--- src/pkg/spf_pkg.sv ---
/*
 * spf_pkg: constants shared by the scan packet framer.
 * assumes a byte-wide stream sink and byte-wide profile/register sources on one 25 MHz clock.
 */
package spf_pkg;
	localparam int unsigned BLOCK_BYTES  = 2048;
	localparam logic [10:0] OFS_LAST     = 11'h7ff;
	localparam logic [10:0] OFS_RASTER   = 11'h034;
	localparam logic [10:0] OFS_VERSION  = 11'h03c;
	localparam logic [10:0] OFS_STATUS1  = 11'h03d;
	localparam logic [10:0] OFS_IMAGE    = 11'h03e;
	localparam logic [10:0] OFS_STATUS2  = 11'h03f;
	localparam logic [10:0] OFS_DATA     = 11'h042;
	localparam logic [10:0] OFS_EEPROM   = 11'h062;
	localparam logic [10:0] OFS_FW       = 11'h082;
	localparam logic [10:0] OFS_FIFO     = 11'h7fd;
	localparam logic [7:0]  VER_PROFILE  = 8'h03;
	localparam logic [7:0]  VER_INFO     = 8'h10;
	localparam logic [7:0]  VER_FAULT    = 8'h11;
	localparam logic [7:0]  CMD_INFO     = 8'h21;
	localparam logic [7:0]  FILL_BYTE    = 8'hff;
	localparam logic [5:0]  RASTER_LEN   = 6'h08;
	localparam logic [5:0]  ENC_LEN      = 6'h04;
	localparam logic [5:0]  STAT_REGS    = 6'h20;
	localparam logic [5:0]  FUNC_REGS    = 6'h1f;
	localparam logic [5:0]  FIFO_LEN     = 6'h03;
	localparam logic [5:0]  FW_MAX       = 6'h20;
	localparam logic [5:0]  STAT_COUNT   = 6'h20;
	typedef enum logic [3:0] {
		SPF_IDLE, SPF_HDR, SPF_PROF, SPF_ZERO, SPF_PVER, SPF_ENC, SPF_FLEN, SPF_FREG,
		SPF_SLEN, SPF_SREG, SPF_FWSTR, SPF_FILL, SPF_FIFO
	} spf_state_t;
endpackage

--- src/rtl/spf_framer.sv ---
/*
 * spf_framer: builds 2048-byte scan-profile and info-telegram blocks as a byte stream.
 * assumes the sink takes a byte when out_valid and out_ready are high, and that
 * sources (header, profile, registers, firmware, fifo) answer same-cycle by index.
 */
// Overview of operation
// - every block is exactly 2048 bytes
// - byte 60 holds version, profile default 3
// - version 0x10 for info, 0x11 on fault
// - scan data section starts at byte 66
// - length byte precedes function and status registers in profile blocks
// - eight zeros, version, four encoder bytes
// - encoder data sent in every profile block
// - last three bytes hold fifo fill status
// - command 0x21 sends one info block
// - info carries registers 0-63, no profile
// - info telegram version byte is 0x10
// - info sync raster is eight zero bytes
// - status regs at 66, eeprom at 98
// - firmware string from 130, 0x00 terminated
// - 31 function register bytes follow string
// - info 0xff fill follows function registers
// - 0xff fill precedes the fifo status
`timescale 1ns/100ps
module spf_framer
	import spf_pkg::*;
(
	input  wire logic        clock,
	input  wire logic        reset_n,
	input  wire logic        cmd_valid,
	input  wire logic [7:0]  cmd_code,
	input  wire logic        profile_start,
	input  wire logic        profile_fault,
	input  wire logic [10:0] profile_len,
	input  wire logic [7:0]  profile_byte,
	input  wire logic [7:0]  header_byte,
	input  wire logic [7:0]  encoder_byte,
	input  wire logic [7:0]  reg_byte,
	input  wire logic [7:0]  func_byte,
	input  wire logic [7:0]  fw_byte,
	input  wire logic [7:0]  fifo_byte,
	input  wire logic [7:0]  status1,
	input  wire logic [7:0]  status2,
	input  wire logic [7:0]  image_nr,
	input  wire logic        out_ready,
	output logic             out_valid,
	output logic [7:0]       out_data,
	output logic             out_first,
	output logic             out_last,
	output logic [10:0]      src_index,
	output logic [5:0]       reg_index,
	output logic             busy
);
	// ==========================================================
	// reset release
	logic rst_n;
	spf_reset_sync spf_reset_sync_i (
		.clock      (clock),
		.reset_n    (reset_n),
		.rst_n_sync (rst_n)
	);

	// ==========================================================
	// pending info request: set wins over the clear on block start
	logic info_pend_q, info_pend_d;
	logic prof_pend_q, prof_pend_d;
	logic fault_pend_q, fault_pend_d;
	spf_state_t state_q, state_d;
	logic       info_q, info_d;
	logic       fault_q, fault_d;
	logic [10:0] pos_q, pos_d;
	logic [10:0] plen_q, plen_d;
	logic [10:0] sub_q, sub_d;
	logic        valid_q, valid_d;
	logic [7:0]  data_q, data_d;
	logic        first_q, first_d;
	logic        last_q, last_d;
	logic        take;
	logic        start_blk;

	assign take = valid_q && out_ready;
	assign start_blk = (state_q == SPF_IDLE) && !valid_q && (info_pend_q || prof_pend_q);

	always_comb begin
		info_pend_d  = info_pend_q;
		prof_pend_d  = prof_pend_q;
		fault_pend_d = fault_pend_q;
		if (start_blk && info_pend_q)
			info_pend_d = 1'b0;
		else if (start_blk)
			prof_pend_d = 1'b0;
		if (cmd_valid && cmd_code == CMD_INFO)
			info_pend_d = 1'b1;
		if (profile_start) begin
			prof_pend_d  = 1'b1;
			fault_pend_d = profile_fault;
		end
	end

	always_ff @(posedge clock or negedge rst_n) begin
		if (!rst_n) begin
			info_pend_q  <= 1'b0;
			prof_pend_q  <= 1'b0;
			fault_pend_q <= 1'b0;
		end else begin
			info_pend_q  <= info_pend_d;
			prof_pend_q  <= prof_pend_d;
			fault_pend_q <= fault_pend_d;
		end
	end

	// ==========================================================
	// byte sequencer
	function automatic logic [5:0] sub_lo(input logic [10:0] s);
		return s[5:0];
	endfunction

	always_comb begin
		logic adv;
		adv      = !valid_q || take;
		state_d  = state_q;
		info_d   = info_q;
		fault_d  = fault_q;
		pos_d    = pos_q;
		plen_d   = plen_q;
		sub_d    = sub_q;
		valid_d  = valid_q && !take;
		data_d   = data_q;
		first_d  = first_q && !take;
		last_d   = last_q && !take;
		if (start_blk) begin
			state_d = SPF_HDR;
			info_d  = info_pend_q;
			fault_d = fault_pend_q;
			plen_d  = profile_len;
			pos_d   = 11'h000;
			sub_d   = 11'h000;
		end else if (adv && state_q != SPF_IDLE) begin
			valid_d = 1'b1;
			first_d = (pos_q == 11'h000);
			last_d  = (pos_q == OFS_LAST);
			pos_d   = pos_q + 11'h001;
			sub_d   = sub_q + 11'h001;
			data_d  = FILL_BYTE;
			unique case (state_q)
				SPF_HDR: begin
					if (pos_q >= OFS_RASTER && pos_q < OFS_VERSION)
						data_d = 8'h00;
					else if (pos_q == OFS_VERSION)
						data_d = info_q ? VER_INFO : (fault_q ? VER_FAULT : VER_PROFILE);
					else if (pos_q == OFS_STATUS1)
						data_d = status1;
					else if (pos_q == OFS_IMAGE)
						data_d = image_nr;
					else if (pos_q == OFS_STATUS2)
						data_d = status2;
					else if (pos_q > OFS_STATUS2)
						data_d = 8'h00;
					else
						data_d = header_byte;
					if (pos_q == OFS_DATA - 11'h001) begin
						sub_d   = 11'h000;
						state_d = info_q ? SPF_SREG : (plen_q == 11'h000 ? SPF_ZERO : SPF_PROF);
					end
				end
				SPF_PROF: begin
					data_d = profile_byte;
					if (sub_q == plen_q - 11'h001) begin
						sub_d   = 11'h000;
						state_d = SPF_ZERO;
					end
				end
				SPF_ZERO: begin
					data_d = 8'h00;
					if (sub_lo(sub_q) == RASTER_LEN - 6'h01) begin
						sub_d   = 11'h000;
						state_d = SPF_PVER;
					end
				end
				SPF_PVER: begin
					data_d  = fault_q ? VER_FAULT : VER_PROFILE;
					sub_d   = 11'h000;
					state_d = SPF_ENC;
				end
				SPF_ENC: begin
					data_d = encoder_byte;
					if (sub_lo(sub_q) == ENC_LEN - 6'h01) begin
						sub_d   = 11'h000;
						state_d = SPF_FLEN;
					end
				end
				SPF_FLEN: begin
					data_d  = {2'b00, FUNC_REGS};
					sub_d   = 11'h000;
					state_d = SPF_FREG;
				end
				SPF_FREG: begin
					data_d = func_byte;
					if (sub_lo(sub_q) == FUNC_REGS - 6'h01) begin
						sub_d   = 11'h000;
						state_d = info_q ? SPF_FILL : SPF_SLEN;
					end
				end
				SPF_SLEN: begin
					data_d  = {2'b00, STAT_COUNT};
					sub_d   = 11'h000;
					state_d = SPF_SREG;
				end
				SPF_SREG: begin
					data_d = reg_byte;
					if (info_q && pos_q == OFS_FW - 11'h001) begin
						sub_d   = 11'h000;
						state_d = SPF_FWSTR;
					end else if (!info_q && sub_lo(sub_q) == STAT_COUNT - 6'h01) begin
						state_d = SPF_FILL;
					end
				end
				SPF_FWSTR: begin
					data_d = (sub_lo(sub_q) == FW_MAX - 6'h01) ? 8'h00 : fw_byte;
					if (data_d == 8'h00) begin
						sub_d   = 11'h000;
						state_d = SPF_FREG;
					end
				end
				SPF_FILL: begin
					data_d = FILL_BYTE;
					if (pos_q == OFS_FIFO - 11'h001) begin
						sub_d   = 11'h000;
						state_d = SPF_FIFO;
					end
				end
				SPF_FIFO: begin
					data_d = fifo_byte;
					if (pos_q == OFS_LAST)
						state_d = SPF_IDLE;
				end
				default: begin
					state_d = SPF_IDLE;
				end
			endcase
		end
	end

	always_ff @(posedge clock or negedge rst_n) begin
		if (!rst_n) begin
			state_q <= SPF_IDLE;
			info_q  <= 1'b0;
			fault_q <= 1'b0;
			pos_q   <= 11'h000;
			plen_q  <= 11'h000;
			sub_q   <= 11'h000;
			valid_q <= 1'b0;
			data_q  <= 8'h00;
			first_q <= 1'b0;
			last_q  <= 1'b0;
		end else begin
			state_q <= state_d;
			info_q  <= info_d;
			fault_q <= fault_d;
			pos_q   <= pos_d;
			plen_q  <= plen_d;
			sub_q   <= sub_d;
			valid_q <= valid_d;
			data_q  <= data_d;
			first_q <= first_d;
			last_q  <= last_d;
		end
	end

	// ==========================================================
	// outputs; index ports are flop copies so the sources see a settled index all cycle
	logic [5:0]  ridx_q;
	logic        busy_q;
	always_ff @(posedge clock or negedge rst_n) begin
		if (!rst_n) begin
			ridx_q <= 6'h00;
			busy_q <= 1'b0;
		end else begin
			ridx_q <= sub_d[5:0];
			busy_q <= (state_d != SPF_IDLE);
		end
	end
	assign src_index = sub_q;
	assign reg_index = ridx_q;
	assign out_valid = valid_q;
	assign out_data  = data_q;
	assign out_first = first_q;
	assign out_last  = last_q;
	assign busy      = busy_q;

	// ==========================================================
	// checks
	logic [11:0] blk_cnt_q;
	always_ff @(posedge clock or negedge rst_n) begin
		if (!rst_n)
			blk_cnt_q <= 12'h000;
		else if (take)
			blk_cnt_q <= out_last ? 12'h000 : blk_cnt_q + 12'h001;
	end

	a_block_length: assert property (@(posedge clock) disable iff (!rst_n)
		take && out_last |-> blk_cnt_q == 12'h7ff)
		else $error("block not 2048 bytes");
	a_info_version: assert property (@(posedge clock) disable iff (!rst_n)
		take && blk_cnt_q == 12'h03c && info_q |-> out_data == VER_INFO)
		else $error("info version byte wrong");
	a_profile_version: assert property (@(posedge clock) disable iff (!rst_n)
		take && blk_cnt_q == 12'h03c && !info_q && !fault_q |-> out_data == VER_PROFILE)
		else $error("profile version byte wrong");
	a_fault_version: assert property (@(posedge clock) disable iff (!rst_n)
		take && blk_cnt_q == 12'h03c && !info_q && fault_q |-> out_data == VER_FAULT)
		else $error("fault version byte wrong");
	a_raster_zero: assert property (@(posedge clock) disable iff (!rst_n)
		take && blk_cnt_q >= 12'h034 && blk_cnt_q < 12'h03c |-> out_data == 8'h00)
		else $error("sync raster not zero");
	a_info_request: assert property (@(posedge clock) disable iff (!rst_n)
		cmd_valid && cmd_code == CMD_INFO |=> info_pend_q || info_q)
		else $error("info request lost");
	a_fifo_tail: assert property (@(posedge clock) disable iff (!rst_n)
		take && blk_cnt_q >= 12'h7fd |-> state_q == SPF_FIFO || state_q == SPF_IDLE)
		else $error("fifo status not at block end");
	a_first_flag: assert property (@(posedge clock) disable iff (!rst_n)
		take && out_first |-> blk_cnt_q == 12'h000)
		else $error("first flag misplaced");
endmodule

--- src/rtl/spf_reset_sync.sv ---
/*
 * spf_reset_sync: two-stage release of the asynchronous active-low reset.
 * assumes reset_n may change at any time relative to clock.
 */
`timescale 1ns/100ps
module spf_reset_sync (
	input  wire logic clock,
	input  wire logic reset_n,
	output logic      rst_n_sync
);
	logic stage_q;
	always_ff @(posedge clock or negedge reset_n) begin
		if (!reset_n) begin
			stage_q    <= 1'b0;
			rst_n_sync <= 1'b0;
		end else begin
			stage_q    <= 1'b1;
			rst_n_sync <= stage_q;
		end
	end
endmodule

--- config.mk ---
export PLATFORM = sky130hd
export DESIGN_NAME = spf_framer
export DESIGN_NICKNAME = d
export VERILOG_FILES = /design/src/pkg/spf_pkg.sv /design/src/rtl/spf_framer.sv /design/src/rtl/spf_reset_sync.sv
export SDC_FILE = /design/constraint.sdc
export NUM_CORES = 1
export LEC_CHECK = 0
export BUFFER_PORTS_ARGS = -buffer_cell sky130_fd_sc_hd__buf_4
export CAP_MARGIN = 10
export CORE_AREA = 2 2 104 181
export CTS_CLUSTER_SIZE = 40
export DETAILED_ROUTE_END_ITERATION = 8
export DIE_AREA = 0 0 106 183
export PLACE_DENSITY = 0.51
export SLEW_MARGIN = 20
export SYNTH_ARGS = -nofsm -noshare
export SYNTH_HDL_FRONTEND = slang
export SYNTH_HIERARCHICAL = 1
export SYNTH_SLANG_ARGS = --single-unit
export TNS_END_PERCENT = 20
--- constraint.sdc ---
create_clock -name clock -period 1.7 [get_ports clock]
set_input_delay 0.34 -clock clock [delete_from_list [all_inputs] [get_ports clock]]
set_output_delay 0.34 -clock clock [all_outputs]
set_load 0.1 [all_outputs]
# Word-level counts from Yosys, hierarchy flattened
# Cells that the tools add are included.
[word_totals]
output_inout_bits = 29
wordCells = 130
input_bits = 105
register_bits = 56
[classes]
n_bitwise = 1
n_eq_ne = 27
add_sub_neg = 3
muxes = 50
order_cmp = 3
n_reduce_logical = 29
[ops]
columns = ["cell", "count"]
rows = [
  ["$mux 11", 12],
  ["$pmux 11 s9", 1],
  ["$pmux 8 s11", 1],
  ["$mux 8", 8],
  ["$mux 4", 13],
  ["$pmux 4 s12", 1],
  ["$eq 11x6->1 const B", 4],
  ["$add 11x1->11 const B", 2],
  ["$eq 11x11->1 const B", 2],
  ["$logic_not 11->1", 2],
  ["$eq 4x4->1 const B", 5],
  ["$eq 4x3->1 const B", 4],
  ["$eq 6x5->1 const B", 2],
  ["$logic_and 1x1->1", 12],
  ["$mux 1", 12],
  ["$eq 11x11->1", 1],
  ["$eq 11x7->1 const B", 1],
  ["$eq 11x8->1 const B", 1],
  ["$ge 11x6->1 const B", 1],
  ["$gt 11x6->1 const B", 1],
  ["$lt 11x6->1 const B", 1],
  ["$sub 11x1->11 const B", 1],
  ["$eq 4x2->1 const B", 2],
  ["$eq 8x6->1 const B", 1],
  ["other kinds (15)", 22],
]

# Logic depth before layout (Yosys ltp)
[logic_depth]
depth_word = 8
ltp_mapped = 10
ltp_nobuf = 9

# Hierarchy
# Netlist, hierarchy kept.
[by_module_without_submodules]
columns = ["module", "seq_area_each_um2", "n_inst", "area_each_um2", "cells_each"]
rows = [
  ["spf_framer", 1351.3, 1, 4346.7, 518],
  ["spf_reset_sync", 50.0, 1, 53.8, 3],
]

# Least setup slack after synthesis
# No wires, ideal clock.
[synth_path]
kind = "reg-to-reg"
from = "reg sub_q[1], in the netlist src_index[1]"
to = "reg busy_q, in the netlist busy"
required_time_ps = 1561
period_less_slack_ps = 3190
path_buffers = 0
stages_incl_launch_ff = 9
t_arrival_ps = 3052
slack_ps = -1490
setup_ps = 139
cell_sequence = "dfrtp_1 > ha_1 > or4b_4 > nor3b_2 > a311o_2 > a21oi_2 > a2111oi_2 > a22oi_1 > or4_1"
[synth_via]
elab_chain_cells = 8
word_cells_on_any_way = 19
cone_classes = "eq/ne: 5; mux: 11; reduce/logical: 3"
[synth_lines]
columns = ["item", "line_no", "text"]
rows = [
  ["start: declaration", "spf_framer.sv:73", "logic [10:0] sub_q, sub_d;"],
  ["start signal: assignment", "spf_framer.sv:262", "sub_q <= sub_d;"],
  ["$eq 6x5->1", "spf_framer.sv:214, spf_framer.sv:219", ""],
  ["$mux 8 / $logic_and 1x1->1 (equally long branches)", "spf_framer.sv:219, spf_framer.sv:214", ""],
  ["$logic_not 8->1 / $mux 4 (equally long branches)", "spf_framer.sv:220, spf_framer.sv:214", ""],
  ["$mux 4 (on tied branches)", "spf_framer.sv:220, spf_framer.sv:211", ""],
  ["$pmux 4 s12 (*)", "spf_framer.sv:145", "unique case (state_q)"],
  ["$mux 4 (*)", "spf_framer.sv:138", "end else if (adv && state_q != SPF_IDLE) begin"],
  ["$mux 4 (*)", "spf_framer.sv:131", "if (start_blk) begin"],
  ["named net state_d[1]", "spf_framer.sv:68", "spf_state_t state_q, state_d;"],
  ["$reduce_bool 4->1 (*)", "spf_framer.sv:280", "busy_q <= (state_d != SPF_IDLE);"],
  ["end signal: assignment", "spf_framer.sv:280", ""],
  ["end: declaration", "spf_framer.sv:273", "logic busy_q;"],
]
# Mark *: on every way through the listed nets, which the timed path passes. The rest lies on a longest branch.
# A chain may end at the register's enable or synchronous reset.

# Worst setup path after layout
[layout_path]
from = "reg plen_q[1]"
to = "reg sub_q[6], in the netlist src_index[6]"
[layout_via]
elab_chain_cells = 6
[layout_lines]
columns = ["item", "line_no", "text"]
rows = [
  ["start: declaration", "spf_framer.sv:72", "logic [10:0] plen_q, plen_d;"],
  ["start signal: assignment", "spf_framer.sv:261", "plen_q <= plen_d;"],
  ["$sub 11x1->11", "spf_framer.sv:168", "if (sub_q == plen_q - 11'h001) begin"],
  ["$eq 11x11->1", "spf_framer.sv:168", ""],
  ["$mux 11", "spf_framer.sv:168", ""],
  ["$pmux 11 s9", "spf_framer.sv:145", ""],
  ["$mux 11", "spf_framer.sv:138", ""],
  ["$mux 11", "spf_framer.sv:131", ""],
]
# No other way between the ends. The select of a mux whose other input is x is not followed.

==> reports/summary.txt <==
Sequential-to-total area share from yosys stat: 31.85%
Placer Congestion: 0.8883
Maxcap violations: 0
CTS H-tree depth: 2
Max Freq: 0.3902 GHz
CTS root buf: clkbuf_16
Initial antenna violation count: 0
DR pass1 iterations: 5
Slew @ Worst Pin: 0.6345 ns
RSZ-0062 raised after global routing: yes
Max-slew violations: 0
Pwr/cell area: 861.8 mW/mm^2
Layout cells sized above 1: 49.35%
Leak: 3.108 nW
Critical path type: flop to flop
Vias: 4957
Vias in the first global route: 5328
Synthesized flop and latch total: 56
Synth Cell Area: 0.004400 mm^2
Final WL: 17.50 mm
Flop2flop setup slack: -0.86 ns
Crit path launch type: flop
Status: finished with violations
CTS tree: yes
Worst Setup End Kind: flop
Violated checks: setup timing
Final core utilization: 38.98%
Worst skew pair latency: 0.30 ns
DIE AREA: 0.01940 mm^2
Layout Skew: 0.007115 ns
Worst-path maximum fanout: 7
Most frequent cell after synthesis: nand2_1
Chip Height: 183 um
Avg WL per Cell: 17.46 um
Post-synth top cells: nand2_1 (66), dfrtp_1 (56), nor2_1 (43), nand3_1 (37), a21oi_1 (25)
Relative max-transition margin: 57.26%
Clock buffer depth: 2
Final clock period utilization by the worst path: 150.8%
I/O Buffers: 133
First-pass GRT wire length: 27.27 mm
Number of buffers created by CTS: 5
Placed Area: 0.006531 mm^2
Final antenna-violating net count: 0
FF-to-FF Start: plen_q[1]$_DFFE_PN0P_
FF-to-FF path depth: 10
CTS clk-pin slew, worst paths: 0.08 ns
Fin crit period: 2.563 ns
CORE AREA: 0.01797 mm^2
Synth warn: 6
FF-to-FF End: src_index[6]$_DFFE_PN0P_
Post-synth ARST share: 100.0%
Syn avg cell area: 8.446 um^2
Starting density of the core: 24.48%
Die span in x: 106 um
Arr. time, crit path: 2.74 ns
Global route overflow: 0
Worst path required time: 1.88 ns
Final Hold Slack: 0.2458 ns
Total GRT Usage: 17.94%
Largest net degree at the start of global routing: 30
Starting DRC count in detailed routing: 186
Top post-synthesis cells by area: dfrtp_1 (32%), nand2_1 (5.6%), nand3_1 (4.2%), nor2_1 (3.7%), xor2_1 (3.2%)
Peak supply drop: 823.0 uV
DRC errors left: 0
Vias per std cell: 4.947
Area leader, netlist: dfrtp_1
Ant. Diodes: 0
Cell count after synthesis: 521
Yosys cell types: 81
Rows: 65
Final worst-path setup slack: -0.8630 ns
Clk sinks: 56
Fin nets: 879
Dpl hpwl: 14.41 mm
Number of flops mapped to enable cells by yosys: 0
Hold crit path type: flop to asynchronous set/reset pin
Synth top area share: 31.85%
Synth Net Count: 633
Layout area overhead: 59.23%
Finished Cell Area: 0.007007 mm^2
Hold Fails Final Rpt: 0
Total power: 0.006038 W
Final Setup Violations: 38
Synth Flop Type: dfrtp_1
IO Pins: 134
[registers in the layout, indices dropped and copies added, names as in the netlist, 4 cells and up]
name / flops
plen_q: 11
pos_q: 11
src_index: 11
out_data: 8
state_q: 4
[area by class of cell]
type	instances	area [um^2]
fill	1800	10970
multi-input combinational	414	2958
timing repair buffer	278	2148
sequential	56	1411
tap	234	292.8
clock buffer	5	125.1
inverter	12	45.04
clock inverter	3	26.28
[timing repair]
item,in CTS,in global routing
buffers inserted,1,1
pin swaps,14,13
hold endpoints to repair,2,0
hold buffers,1,0
gates resized for setup,36,45
setup endpoints to repair,48,44
[kinds of logic (layout without fill, tap and decap cells)]
kind of cell | count (synthesis) | count (layout) | share of synthesized area (%)
fa+ha+maj | 8 | 8 | 2.218
xor+xnor | 31 | 31 | 6.170
mux | 12 | 12 | 3.042
simple gates | 232 | 232 | 27.75
compound gates | 130 | 130 | 21.75
buf+inv | 51 | 298 | 7.137
flops | 56 | 56 | 31.85
other cells | 1 | 1 | 0.08522
[stage by stage]
step	instances	setup WS (ns)	setup TNS (ns)
6_report	1002	-0.8630	-14.43
3_3_place_gp	991	-0.8605	-19.95
5_1_grt	1002	-0.9745	-18.39
4_1_cts	1001	-0.8613	-15.88
3_5_place_dp	991	-0.9451	-20.59
2_1_floorplan	521	-1.041	-23.47
[placed cells by master (no fill, tap or decap), types with 9 or more instances in the layout]
master / instances
o21ai_0: 14
nor2_1: 33
a21oi_1: 23
xnor2_1: 14
nand4_1: 11
dfrtp_1: 48
o211ai_1: 16
buf_4: 267
xor2_1: 16
nand2_1: 61
nor3_1: 14
nand3_1: 36
inv_1: 9
[worst max-delay path, stage by stage, from the launching register on]
cell and delay (ns):
dfrtp_1 0.40, inv_2 0.08, ha_4 0.13, or4b_4 0.50, nor3_4 0.23, xnor2_2 0.12
a2111oi_4 0.42, a31oi_2 0.17, nor2_2 0.15, buf_6 0.15, o211ai_1 0.08
[per-layer routing]
layer / GRT usage [%] / vias to the layer above / wire [um]
met5: 0 / - / 0
met4: 8.526 / 0 / 786
met3: 2.239 / 35 / 633
met2: 36.98 / 134 / 10060
met1: 16.86 / 2398 / 6017
li1: - / 2390 / -
[where the power goes]
| group | internal, W | switching, W |
|---|---|---|
| clock network | 0.000560 | 0.000546 |
| logic | 0.00115 | 0.00208 |
| registers | 0.00151 | 0.000196 |
| total | 0.00322 | 0.00282 |
[how the worst max path moves through the flow]
stage / start / end
floorplan: src_index[1]$_DFFE_PN0P_ / busy$_DFF_PN0_
global placement: plen_q[0]$_DFFE_PN0P_ / src_index[5]$_DFFE_PN0P_
detailed placement: plen_q[1]$_DFFE_PN0P_ / src_index[0]$_DFFE_PN0P_
CTS: plen_q[1]$_DFFE_PN0P_ / src_index[5]$_DFFE_PN0P_
global route: plen_q[1]$_DFFE_PN0P_ / src_index[5]$_DFFE_PN0P_
finish: plen_q[1]$_DFFE_PN0P_ / src_index[6]$_DFFE_PN0P_
No activity file was read; power rests on OpenSTA's default activity.
